**src/core/nbs_pkg.sv**
```systemverilog
// Purpose: shared types and constants of the nand bus sequencer host
// Assumes: byte-wide flash bus, 100 MHz system clock
// Notes:   all counts are derived from times given in nanoseconds
package nbs_pkg;

  // clock and bus timing
  localparam int CLK_PERIOD_NS = 10;
  localparam int T_STROBE_NS   = 25;   // least low or high time of a strobe
  localparam int T_WB_NS       = 100;  // least wait before busy is valid
  localparam int STROBE_CYC    = (T_STROBE_NS + CLK_PERIOD_NS - 1)
                                 / CLK_PERIOD_NS;
  localparam int WB_CYC        = (T_WB_NS + CLK_PERIOD_NS - 1)
                                 / CLK_PERIOD_NS;
  localparam logic [3:0] STROBE_CNT = 4'(STROBE_CYC - 1);
  localparam logic [3:0] WB_CNT     = 4'(WB_CYC - 1);

  // array geometry and program limits
  localparam logic [11:0] PAGE_BYTES = 12'h880;  // 2176 bytes per page
  localparam logic [11:0] PROG_MAX   = 12'h840;  // 2112 bytes per program
  localparam logic [2:0]  PART_MAX   = 3'h4;     // partial programs per page
  localparam int COL_LSB  = 0;
  localparam int PAGE_LSB = 12;
  localparam int BLK_LSB  = 18;

  // command bytes
  localparam logic [7:0] CMD_READ      = 8'h00;
  localparam logic [7:0] CMD_READ_GO   = 8'h30;
  localparam logic [7:0] CMD_RAND      = 8'h05;
  localparam logic [7:0] CMD_RAND_GO   = 8'he0;
  localparam logic [7:0] CMD_CACHE     = 8'h31;
  localparam logic [7:0] CMD_CACHE_END = 8'h3f;
  localparam logic [7:0] CMD_PROG      = 8'h80;
  localparam logic [7:0] CMD_PROG_GO   = 8'h10;

  typedef enum logic [2:0] {
    OP_READ      = 3'h0,
    OP_CACHE     = 3'h1,
    OP_CACHE_END = 3'h2,
    OP_RAND      = 3'h3,
    OP_PROG      = 3'h4
  } nbs_op_t;

  typedef enum logic [7:0] {
    ST_IDLE     = 8'h01,
    ST_CMD1     = 8'h02,
    ST_ADDR     = 8'h04,
    ST_DATA_IN  = 8'h08,
    ST_CMD2     = 8'h10,
    ST_WAIT     = 8'h20,
    ST_DATA_OUT = 8'h40,
    ST_DONE     = 8'h80
  } nbs_state_t;

  localparam logic [1:0] PH_SETUP = 2'h0;
  localparam logic [1:0] PH_LOW   = 2'h1;
  localparam logic [1:0] PH_HIGH  = 2'h2;

  typedef struct packed {
    nbs_op_t     op;
    logic [27:0] addr;   // column 11:0, page 17:12, block 27:18
    logic [11:0] len;    // bytes to read or to program
  } nbs_cmd_t;

  typedef struct packed {
    logic       cle;
    logic       ale;
    logic       ce_n;
    logic       we_n;
    logic       re_n;
    logic       wp_n;
    logic       io_oe;
    logic [7:0] io_o;
  } nbs_pins_t;

  typedef struct packed {
    nbs_state_t  st;
    logic [1:0]  ph;
    logic [3:0]  cnt;
    nbs_op_t     op;
    logic [27:0] addr;
    logic [11:0] len;
    logic [11:0] idx;
    logic [1:0]  abyte;
    nbs_pins_t   pins;
    logic [7:0]  rd_data;
    logic        rd_valid;
    logic        done;
    logic        err;
    logic        loaded;
    logic        cached;
    logic        pvalid;
    logic [9:0]  pblk;
    logic [5:0]  ppage;
    logic [2:0]  pcount;
  } nbs_core_t;

  localparam nbs_pins_t PINS_RST = '{cle: 1'b0, ale: 1'b0, ce_n: 1'b1,
                                     we_n: 1'b1, re_n: 1'b1, wp_n: 1'b0,
                                     io_oe: 1'b0, io_o: 8'h00};

  localparam nbs_core_t CORE_RST = '{st: ST_IDLE, ph: PH_SETUP,
    cnt: 4'h0, op: OP_READ, addr: 28'h0, len: 12'h0, idx: 12'h0,
    abyte: 2'h0, pins: PINS_RST, rd_data: 8'h00, rd_valid: 1'b0,
    done: 1'b0, err: 1'b0, loaded: 1'b0, cached: 1'b0, pvalid: 1'b0,
    pblk: 10'h0, ppage: 6'h0, pcount: 3'h0};

  // address byte n, least significant first, column padded to 16 bits
  function automatic logic [7:0] addr_byte(logic [27:0] a, logic [1:0] n);
    logic [7:0] b;
    b = 8'h00;
    unique case (n)
      2'h0: b = a[7:0];
      2'h1: b = {4'h0, a[11:8]};
      2'h2: b = a[19:12];
      2'h3: b = a[27:20];
    endcase
    return b;
  endfunction

endpackage

```
**src/core/nbs_host.sv**
```systemverilog
// Purpose: host side sequencer driving an asynchronous nand flash bus
// Assumes: rb_i and io_i are synchronous to clock; one flash on the bus
// Notes:   one command at a time; strobes are built from clock counts
// Notes on behaviour
// - command latched: cle high, ale low, re high
// - write protect held high during program sequences
// - address latched: ale high, cle low, four cycles, two for random output
// - program data latched: cle ale low, wp high
// - data out by read strobe, chip select held
// - below 30ns cycle, sample on next fall
// - strobes stay high while flash is busy
// - page read is 00h, address, 30h, busy
// - random output only after a page loaded
// - page read before 31h, 31h before 3fh
// - at most four partial programs per page
// - pages in a block programmed in ascending order
// - program is 80h, address, data, 10h
// - address bytes: column, page, block, low first
`timescale 1ns/1ns
module nbs_host #(
  parameter int BUF_DEPTH = 2
) (
  // clock and reset
  input  wire logic         clock,
  input  wire logic         arst_n,
  // user command port
  input  wire logic         cmd_valid,
  output logic              cmd_ready,
  input  wire nbs_pkg::nbs_cmd_t cmd,
  output logic              done,
  output logic              err,
  // program data stream
  input  wire logic         wr_valid,
  output logic              wr_ready,
  input  wire logic [7:0]   wr_data,
  // read data stream
  output logic              rd_valid,
  output logic [7:0]        rd_data,
  // flash pins
  output nbs_pkg::nbs_pins_t pins,
  input  wire logic [7:0]   io_i,
  input  wire logic         rb_i
);
  import nbs_pkg::*;

  nbs_core_t  s;
  nbs_core_t  n;
  logic       buf_valid;
  logic [7:0] buf_data;
  logic       pop;
  logic       bad;
  logic       is_wr;
  logic       hi_end;
  logic       same_blk;

  // program data waits here while the bus is mid strobe
  nbs_skid_buf #(.WIDTH(8), .DEPTH(BUF_DEPTH)) u_buf (
    .clock     (clock),
    .arst_n    (arst_n),
    .in_valid  (wr_valid),
    .in_ready  (wr_ready),
    .in_data   (wr_data),
    .out_valid (buf_valid),
    .out_ready (pop),
    .out_data  (buf_data)
  );

  assign cmd_ready = (s.st == ST_IDLE);
  assign done      = s.done;
  assign err       = s.err;
  assign rd_valid  = s.rd_valid;
  assign rd_data   = s.rd_data;
  assign pins      = s.pins;

  // legality of a new command against what the flash holds
  always_comb begin
    same_blk = s.pvalid && (cmd.addr[27:BLK_LSB] == s.pblk);
    bad = 1'b0;
    unique case (cmd.op)
      OP_READ:      bad = (cmd.len > PAGE_BYTES);
      OP_CACHE:     bad = !s.loaded;
      OP_CACHE_END: bad = !s.cached;
      OP_RAND:      bad = !s.loaded;
      OP_PROG: begin
        bad = (cmd.len == 12'h0) || (cmd.len > PROG_MAX);
        if (same_blk && cmd.addr[17:PAGE_LSB] < s.ppage) begin
          bad = 1'b1;
        end
        if (same_blk && cmd.addr[17:PAGE_LSB] == s.ppage &&
            s.pcount == PART_MAX) begin
          bad = 1'b1;
        end
      end
      default:      bad = 1'b1;
    endcase
  end

  assign is_wr  = (s.st == ST_CMD1) || (s.st == ST_ADDR) ||
                  (s.st == ST_DATA_IN) || (s.st == ST_CMD2);
  assign hi_end = is_wr && (s.cnt == 4'h0) && (s.ph == PH_HIGH);

  // main sequencer; every write strobe is setup, low, high
  always_comb begin
    n = s;
    n.rd_valid = 1'b0;
    n.done = 1'b0;
    n.err = 1'b0;
    pop = 1'b0;
    if (is_wr && s.cnt != 4'h0) begin
      n.cnt = s.cnt - 4'h1;
    end else if (is_wr && s.ph == PH_LOW) begin
      n.pins.we_n = 1'b1;
      n.ph = PH_HIGH;
      n.cnt = STROBE_CNT;
    end else if (is_wr && s.ph == PH_SETUP && s.st != ST_DATA_IN) begin
      n.pins.we_n = 1'b0;
      n.ph = PH_LOW;
      n.cnt = STROBE_CNT;
    end
    unique case (s.st)
      ST_IDLE: begin
        if (cmd_valid && bad) begin
          n.done = 1'b1;
          n.err = 1'b1;
        end else if (cmd_valid) begin
          n.op = cmd.op;
          n.addr = cmd.addr;
          n.len = cmd.len;
          n.idx = 12'h0;
          n.abyte = 2'h0;
          n.pins.ce_n = 1'b0;
          n.pins.cle = 1'b1;
          n.pins.io_oe = 1'b1;
          n.pins.wp_n = (cmd.op == OP_PROG);
          unique case (cmd.op)
            OP_CACHE:     n.pins.io_o = CMD_CACHE;
            OP_CACHE_END: n.pins.io_o = CMD_CACHE_END;
            OP_RAND:      n.pins.io_o = CMD_RAND;
            OP_PROG:      n.pins.io_o = CMD_PROG;
            default:      n.pins.io_o = CMD_READ;
          endcase
          n.ph = PH_SETUP;
          n.st = ST_CMD1;
        end
      end
      ST_CMD1: begin
        if (hi_end && (s.op == OP_CACHE || s.op == OP_CACHE_END)) begin
          n.st = ST_WAIT;
          n.pins.cle = 1'b0;
          n.pins.io_oe = 1'b0;
          n.cnt = WB_CNT;
        end else if (hi_end) begin
          n.st = ST_ADDR;
          n.pins.cle = 1'b0;
          n.pins.ale = 1'b1;
          n.pins.io_o = addr_byte(s.addr, 2'h0);
          n.ph = PH_SETUP;
        end
      end
      ST_ADDR: begin
        if (hi_end && (s.abyte == 2'h3 ||
            (s.op == OP_RAND && s.abyte == 2'h1))) begin
          n.pins.ale = 1'b0;
          n.ph = PH_SETUP;
          if (s.op == OP_PROG) begin
            n.st = ST_DATA_IN;
          end else begin
            n.st = ST_CMD2;
            n.pins.cle = 1'b1;
            n.pins.io_o = (s.op == OP_RAND) ? CMD_RAND_GO : CMD_READ_GO;
          end
        end else if (hi_end) begin
          n.abyte = s.abyte + 2'h1;
          n.pins.io_o = addr_byte(s.addr, s.abyte + 2'h1);
          n.ph = PH_SETUP;
        end
      end
      ST_DATA_IN: begin
        if (s.ph == PH_SETUP && s.idx == s.len) begin
          n.st = ST_CMD2;
          n.pins.cle = 1'b1;
          n.pins.io_o = CMD_PROG_GO;
        end else if (s.ph == PH_SETUP && buf_valid) begin
          pop = 1'b1;
          n.pins.io_o = buf_data;
          n.pins.we_n = 1'b0;
          n.ph = PH_LOW;
          n.cnt = STROBE_CNT;
          n.idx = s.idx + 12'h1;
        end else if (hi_end) begin
          n.ph = PH_SETUP;
        end
      end
      ST_CMD2: begin
        if (hi_end) begin
          n.st = ST_WAIT;
          n.pins.cle = 1'b0;
          n.pins.io_oe = 1'b0;
          n.cnt = WB_CNT;
        end
      end
      ST_WAIT: begin
        // strobes stay high here; busy reads are not yet valid
        if (s.cnt != 4'h0) begin
          n.cnt = s.cnt - 4'h1;
        end else if (rb_i) begin
          n.idx = 12'h0;
          n.ph = PH_SETUP;
          n.st = (s.op == OP_PROG || s.len == 12'h0) ? ST_DONE : ST_DATA_OUT;
        end
      end
      ST_DATA_OUT: begin
        // a 70ns read cycle is slow enough to sample before the rise
        if (s.cnt != 4'h0) begin
          n.cnt = s.cnt - 4'h1;
        end else begin
          unique case (s.ph)
            PH_SETUP: begin
              n.pins.re_n = 1'b0;
              n.ph = PH_LOW;
              n.cnt = STROBE_CNT;
            end
            PH_LOW: begin
              n.rd_data = io_i;
              n.rd_valid = 1'b1;
              n.pins.re_n = 1'b1;
              n.ph = PH_HIGH;
              n.cnt = STROBE_CNT;
            end
            PH_HIGH: begin
              n.idx = s.idx + 12'h1;
              n.ph = PH_SETUP;
              n.st = (s.idx + 12'h1 == s.len) ? ST_DONE : ST_DATA_OUT;
            end
            default: n.ph = PH_SETUP;
          endcase
        end
      end
      ST_DONE: begin
        n.pins.ce_n = 1'b1;
        n.pins.wp_n = 1'b0;
        n.done = 1'b1;
        n.st = ST_IDLE;
        unique case (s.op)
          OP_READ: begin
            n.loaded = 1'b1;
            n.cached = 1'b0;
          end
          OP_CACHE:     n.cached = 1'b1;
          OP_CACHE_END: n.cached = 1'b0;
          OP_PROG: begin
            n.loaded = 1'b0;
            n.cached = 1'b0;
            n.pvalid = 1'b1;
            n.pblk = s.addr[27:BLK_LSB];
            n.ppage = s.addr[17:PAGE_LSB];
            n.pcount = (s.pvalid && s.addr[27:PAGE_LSB] ==
                        {s.pblk, s.ppage}) ? s.pcount + 3'h1 : 3'h1;
          end
          default: n.loaded = s.loaded;
        endcase
      end
      default: n.st = ST_IDLE;
    endcase
  end

  always_ff @(posedge clock or negedge arst_n) begin
    if (!arst_n) begin
      s <= CORE_RST;
    end else begin
      s <= n;
    end
  end
endmodule

```
**src/core/nbs_skid_buf.sv**
```systemverilog
// Purpose: small valid/ready buffer in the program data path
// Assumes: single clock, push and pop may happen in one cycle
// Notes:   output data comes straight from the storage flops
`timescale 1ns/1ns
module nbs_skid_buf #(
  parameter int WIDTH = 8,
  parameter int DEPTH = 2
) (
  // clock and reset
  input  wire logic             clock,
  input  wire logic             arst_n,
  // filling side
  input  wire logic             in_valid,
  output logic                  in_ready,
  input  wire logic [WIDTH-1:0] in_data,
  // draining side
  output logic                  out_valid,
  input  wire logic             out_ready,
  output logic [WIDTH-1:0]      out_data
);
  localparam int PW = (DEPTH > 1) ? $clog2(DEPTH) : 1;

  typedef struct packed {
    logic [DEPTH-1:0][WIDTH-1:0] mem;
    logic [PW-1:0]               wp;
    logic [PW-1:0]               rp;
    logic [PW:0]                 cnt;
  } nbs_buf_t;

  nbs_buf_t s_r;
  nbs_buf_t s_nxt;
  logic     push;
  logic     pop;

  // ready drops only when every entry holds a word
  assign in_ready  = (s_r.cnt != (PW+1)'(DEPTH));
  assign out_valid = (s_r.cnt != '0);
  assign out_data  = s_r.mem[s_r.rp];
  assign push      = in_valid && in_ready;
  assign pop       = out_valid && out_ready;

  // pointer wrap and occupancy
  always_comb begin
    s_nxt = s_r;
    if (push) begin
      s_nxt.mem[s_r.wp] = in_data;
      s_nxt.wp = (s_r.wp == PW'(DEPTH-1)) ? '0 : s_r.wp + PW'(1);
    end
    if (pop) begin
      s_nxt.rp = (s_r.rp == PW'(DEPTH-1)) ? '0 : s_r.rp + PW'(1);
    end
    if (push && !pop) begin
      s_nxt.cnt = s_r.cnt + (PW+1)'(1);
    end else if (pop && !push) begin
      s_nxt.cnt = s_r.cnt - (PW+1)'(1);
    end
  end

  always_ff @(posedge clock or negedge arst_n) begin
    if (!arst_n) begin
      s_r <= '0;
    end else begin
      s_r <= s_nxt;
    end
  end

endmodule

```
**config.mk**
```make
export PLATFORM = sky130hd
export DESIGN_NAME = nbs_host
export DESIGN_NICKNAME = d
export VERILOG_FILES = /design/src/core/nbs_pkg.sv /design/src/core/nbs_host.sv /design/src/core/nbs_skid_buf.sv
export SDC_FILE = /design/constraint.sdc
export NUM_CORES = 1
export LEC_CHECK = 0
export BUFFER_PORTS_ARGS = -buffer_cell sky130_fd_sc_hd__buf_2
export CAP_MARGIN = 20
export CORE_ASPECT_RATIO = 1.5
export CORE_MARGIN = 3
export CORE_UTILIZATION = 50
export CTS_BUF_LIST = sky130_fd_sc_hd__clkbuf_8 sky130_fd_sc_hd__clkbuf_16
export CTS_CLUSTER_SIZE = 12
export DETAILED_ROUTE_END_ITERATION = 8
export GPL_TIMING_DRIVEN = 0
export HOLD_SLACK_MARGIN = 0.12
export PLACE_DENSITY = 0.76
export SETUP_SLACK_MARGIN = 0.05
export SYNTH_ARGS = -nofsm -noshare
export SYNTH_HDL_FRONTEND = slang
export SYNTH_SLANG_ARGS = --single-unit
export TNS_END_PERCENT = 100
```
**constraint.sdc**
```tcl
create_clock -name clock -period 7.3 [get_ports clock]
set_clock_uncertainty 0.1 [all_clocks]
set_input_delay 0.73 -clock clock [delete_from_list [all_inputs] [get_ports clock]]
set_output_delay 0.73 -clock clock [all_outputs]
set_load 0.03 [all_outputs]
```
==> results.cfg <==
[timing]
fin_tns_setup_ns = 0
fin_crit_ns = 3.397
setup_ws_ns = 3.903
fmax_mhz = 294.3
post-route-period-util_pct = 46.54
tightestPinTransition_ns = 1.013
slew-limit-headroom_pct = 32.31
finalMaxSlewViolations = 0
finalSetupViolations = 0
hold_viol = 0
rsz0062_at_grt = false

[routing]
drtPass1Iterations = 5
wl_um = 20620
post_drt_wl_per_cell_um = 18.85
drcViolationCount = 0
drt-vias-per-instance = 5.897
drtIter0Drc = 484
drtAntennaViolNets = 0
vias = 6451

[finish]
nets = 963
fin_util_pct = 60.51
syn_to_final_growth_pct = 16.33
post_route_cells_drive_above_1_share_pct = 30.09
fin_area_um2 = 9286

[grt]
met1_usage_pct = 26.88
grt_overflow = 0
grt_antenna_before_repair = 1
grt_pass1_vias = 6424
met2_usage_pct = 42.84
grt_max_degree = 95
busiest_layer = met2
track_usage_pct = 23.93
grtUsageMet3_pct = 4.343
grt_pass1_wl_um = 32660

[worst_setup_path]
crit_type = reg -> reg
timing.rr.end = pins[0]
rr_startpoint = s[106]
cp-startpoint = s[106]
worstPathArrival_ns = 3.60
rr_worst_depth = 9
start_kind = register
rrSetupSlack_ns = 3.90
crit_required_ns = 7.50
critPathCaptureType = register
worst-path-max-fanout = 10

[clock_tree]
holdBufCountCts = 0
insertion_delay_ns = 0.42
cts_tree = yes
clockBufferDepth = 2
clk_pin_slew_ns = 0.06
cts_resized = 0
htreeDepth = 4
cts.sinks = 139
postCtsSetupRepairBufs = 0
numCtsBuffers = 17
root_buffer = clkbuf_16

[job]
maxCapViolCount = 0

[synthesis]
synthCells = 773
synth_seq_cells = 139
synthesis.area_um2 = 7983
synth-edff-count = 0
synth.distinct_cells = 69
netlist_top_cells_area = dfrtp_1 (42%), mux2_2 (13%), xnor2_1 (4.1%)
synth_commonest_cells = dfrtp_1 (135), mux2_2 (90), o21ai_0 (50), nand2_1 (49), nor2_1 (49)
synth.largest_area_cell = dfrtp_1
synth_most_common_cell = dfrtp_1
synth_top_area_share_pct = 42.32
ys_warn_count = 0
synth-main-ff-cell = dfrtp_1
synthesis.nets = 854
async_flop_share_pct = 100.0
seq_area_frac_synth_pct = 43.64
synth.avg_cell_area_um2 = 10.33

[floorplan]
die_area_um2 = 17550
placementRows = 55
io_pins = 92
dieWidth_um = 109.2
die_height_um = 160.8
core_area_um2 = 15350
initial_core_util_pct = 52.02

[pwr]
finalPower_uw = 3023
p_per_area_nw_per_um2 = 325.6
power.leakage_uw = 0.004199
peakVddDrop_mv = 0.2268

[place]
hpwl_um = 15040
dpl_worst_slack_ns = 3.951
routabilityCongestion = 0.9722
portBuffers = 89
place_area_um2 = 8711

[min_path]
min_path_type = in -> async

[run_status]
status = completed
report_power, final:
| group | switching [uW] | total [uW] | leakage [uW] | internal [uW] |
|---|---|---|---|---|
| Combinational | 538 | 990 | 0.00216 | 452 |
| Clock | 335 | 837 | 0.000279 | 502 |
| Sequential | 202 | 1200 | 0.00176 | 994 |
| Total | 1080 | 3020 | 0.00420 | 1950 |
state kept, by name, summed over array words and instances (netlist names):
register and flops:
rd_valid 1, u_buf.s_r 20, rd_data 8, err 1
pins 15, s 93, done 1
final cells by class:
type,count,area [um^2]
fill,1266,6060
antenna,1,2.502
timing repair buffer,90,479.2
sequential,139,3483
inverter,22,82.58
tap,199,249.0
buffer,58,329.1
multi-input combinational,554,4088
clock buffer,21,480.5
clock inverter,10,92.59
logic make-up after synthesis:
kind of cell	count (synthesis)	synth area share (%)
mux	99	13.82
fa+ha+maj	17	2.665
xor+xnor	52	5.705
flops	139	43.64
buf+inv	80	5.157
simple gates	235	16.50
compound gates	151	12.51
per-layer routing:
layer,vias to the layer above,wire length (um),part of all wire (%)
met5,-,0,0
met4,0,874,4.2
met3,64,970,4.7
met2,205,11090,54
met1,3162,7684,37
li1,3020,-,-
stage by stage:
step | hold slack (ns) | cells
floorplan | 0.3344 | 773
global placement | 0.3489 | 1061
detailed placement | 0.3506 | 1062
CTS | 0.1432 | 1093
global route | 0.1564 | 1094
finish | 0.1400 | 1094
worst max-delay path by stage:
stage	endpoint	cells after the start
2_1_floorplan	s[100]	9
3_3_place_gp	rd_data[4]	1
3_5_place_dp	s[97]	10
4_1_cts	pins[0]	9
5_1_grt	pins[0]	9
6_report	pins[0]	9
placed cells by master (no fill, tap or decap), types with 11 or more instances in the layout:
cell type | Yosys | layout
nand3_1 | 23 | 23
ha_1 | 17 | 17
nor2_1 | 49 | 49
buf_4 | 24 | 24
inv_1 | 22 | 23
nand2b_1 | 11 | 11
nand2_1 | 49 | 49
dfrtp_1 | 135 | 135
nand4_1 | 11 | 11
a21oi_1 | 19 | 19
xnor2_1 | 37 | 37
o21ai_0 | 50 | 50
clkbuf_1 | 16 | 16
mux2_2 | 90 | 90
nor3_1 | 11 | 11
o31ai_1 | 22 | 22
buf_2 | 17 | 105
clkbuf_16 | 0 | 17
xor2_1 | 15 | 15
worst max-delay path: stages (launching register included):
cell and delay, ns:
dfrtp_1 0.41, inv_1 0.12, ha_1 0.20, nor3b_1 0.66, nand2_1 0.14, buf_2 0.23
o21ai_0 0.36, o21ai_0 0.24, nor3_4 0.40, mux2_2 0.40
Note: power is estimated with default switching activity, not from simulation.
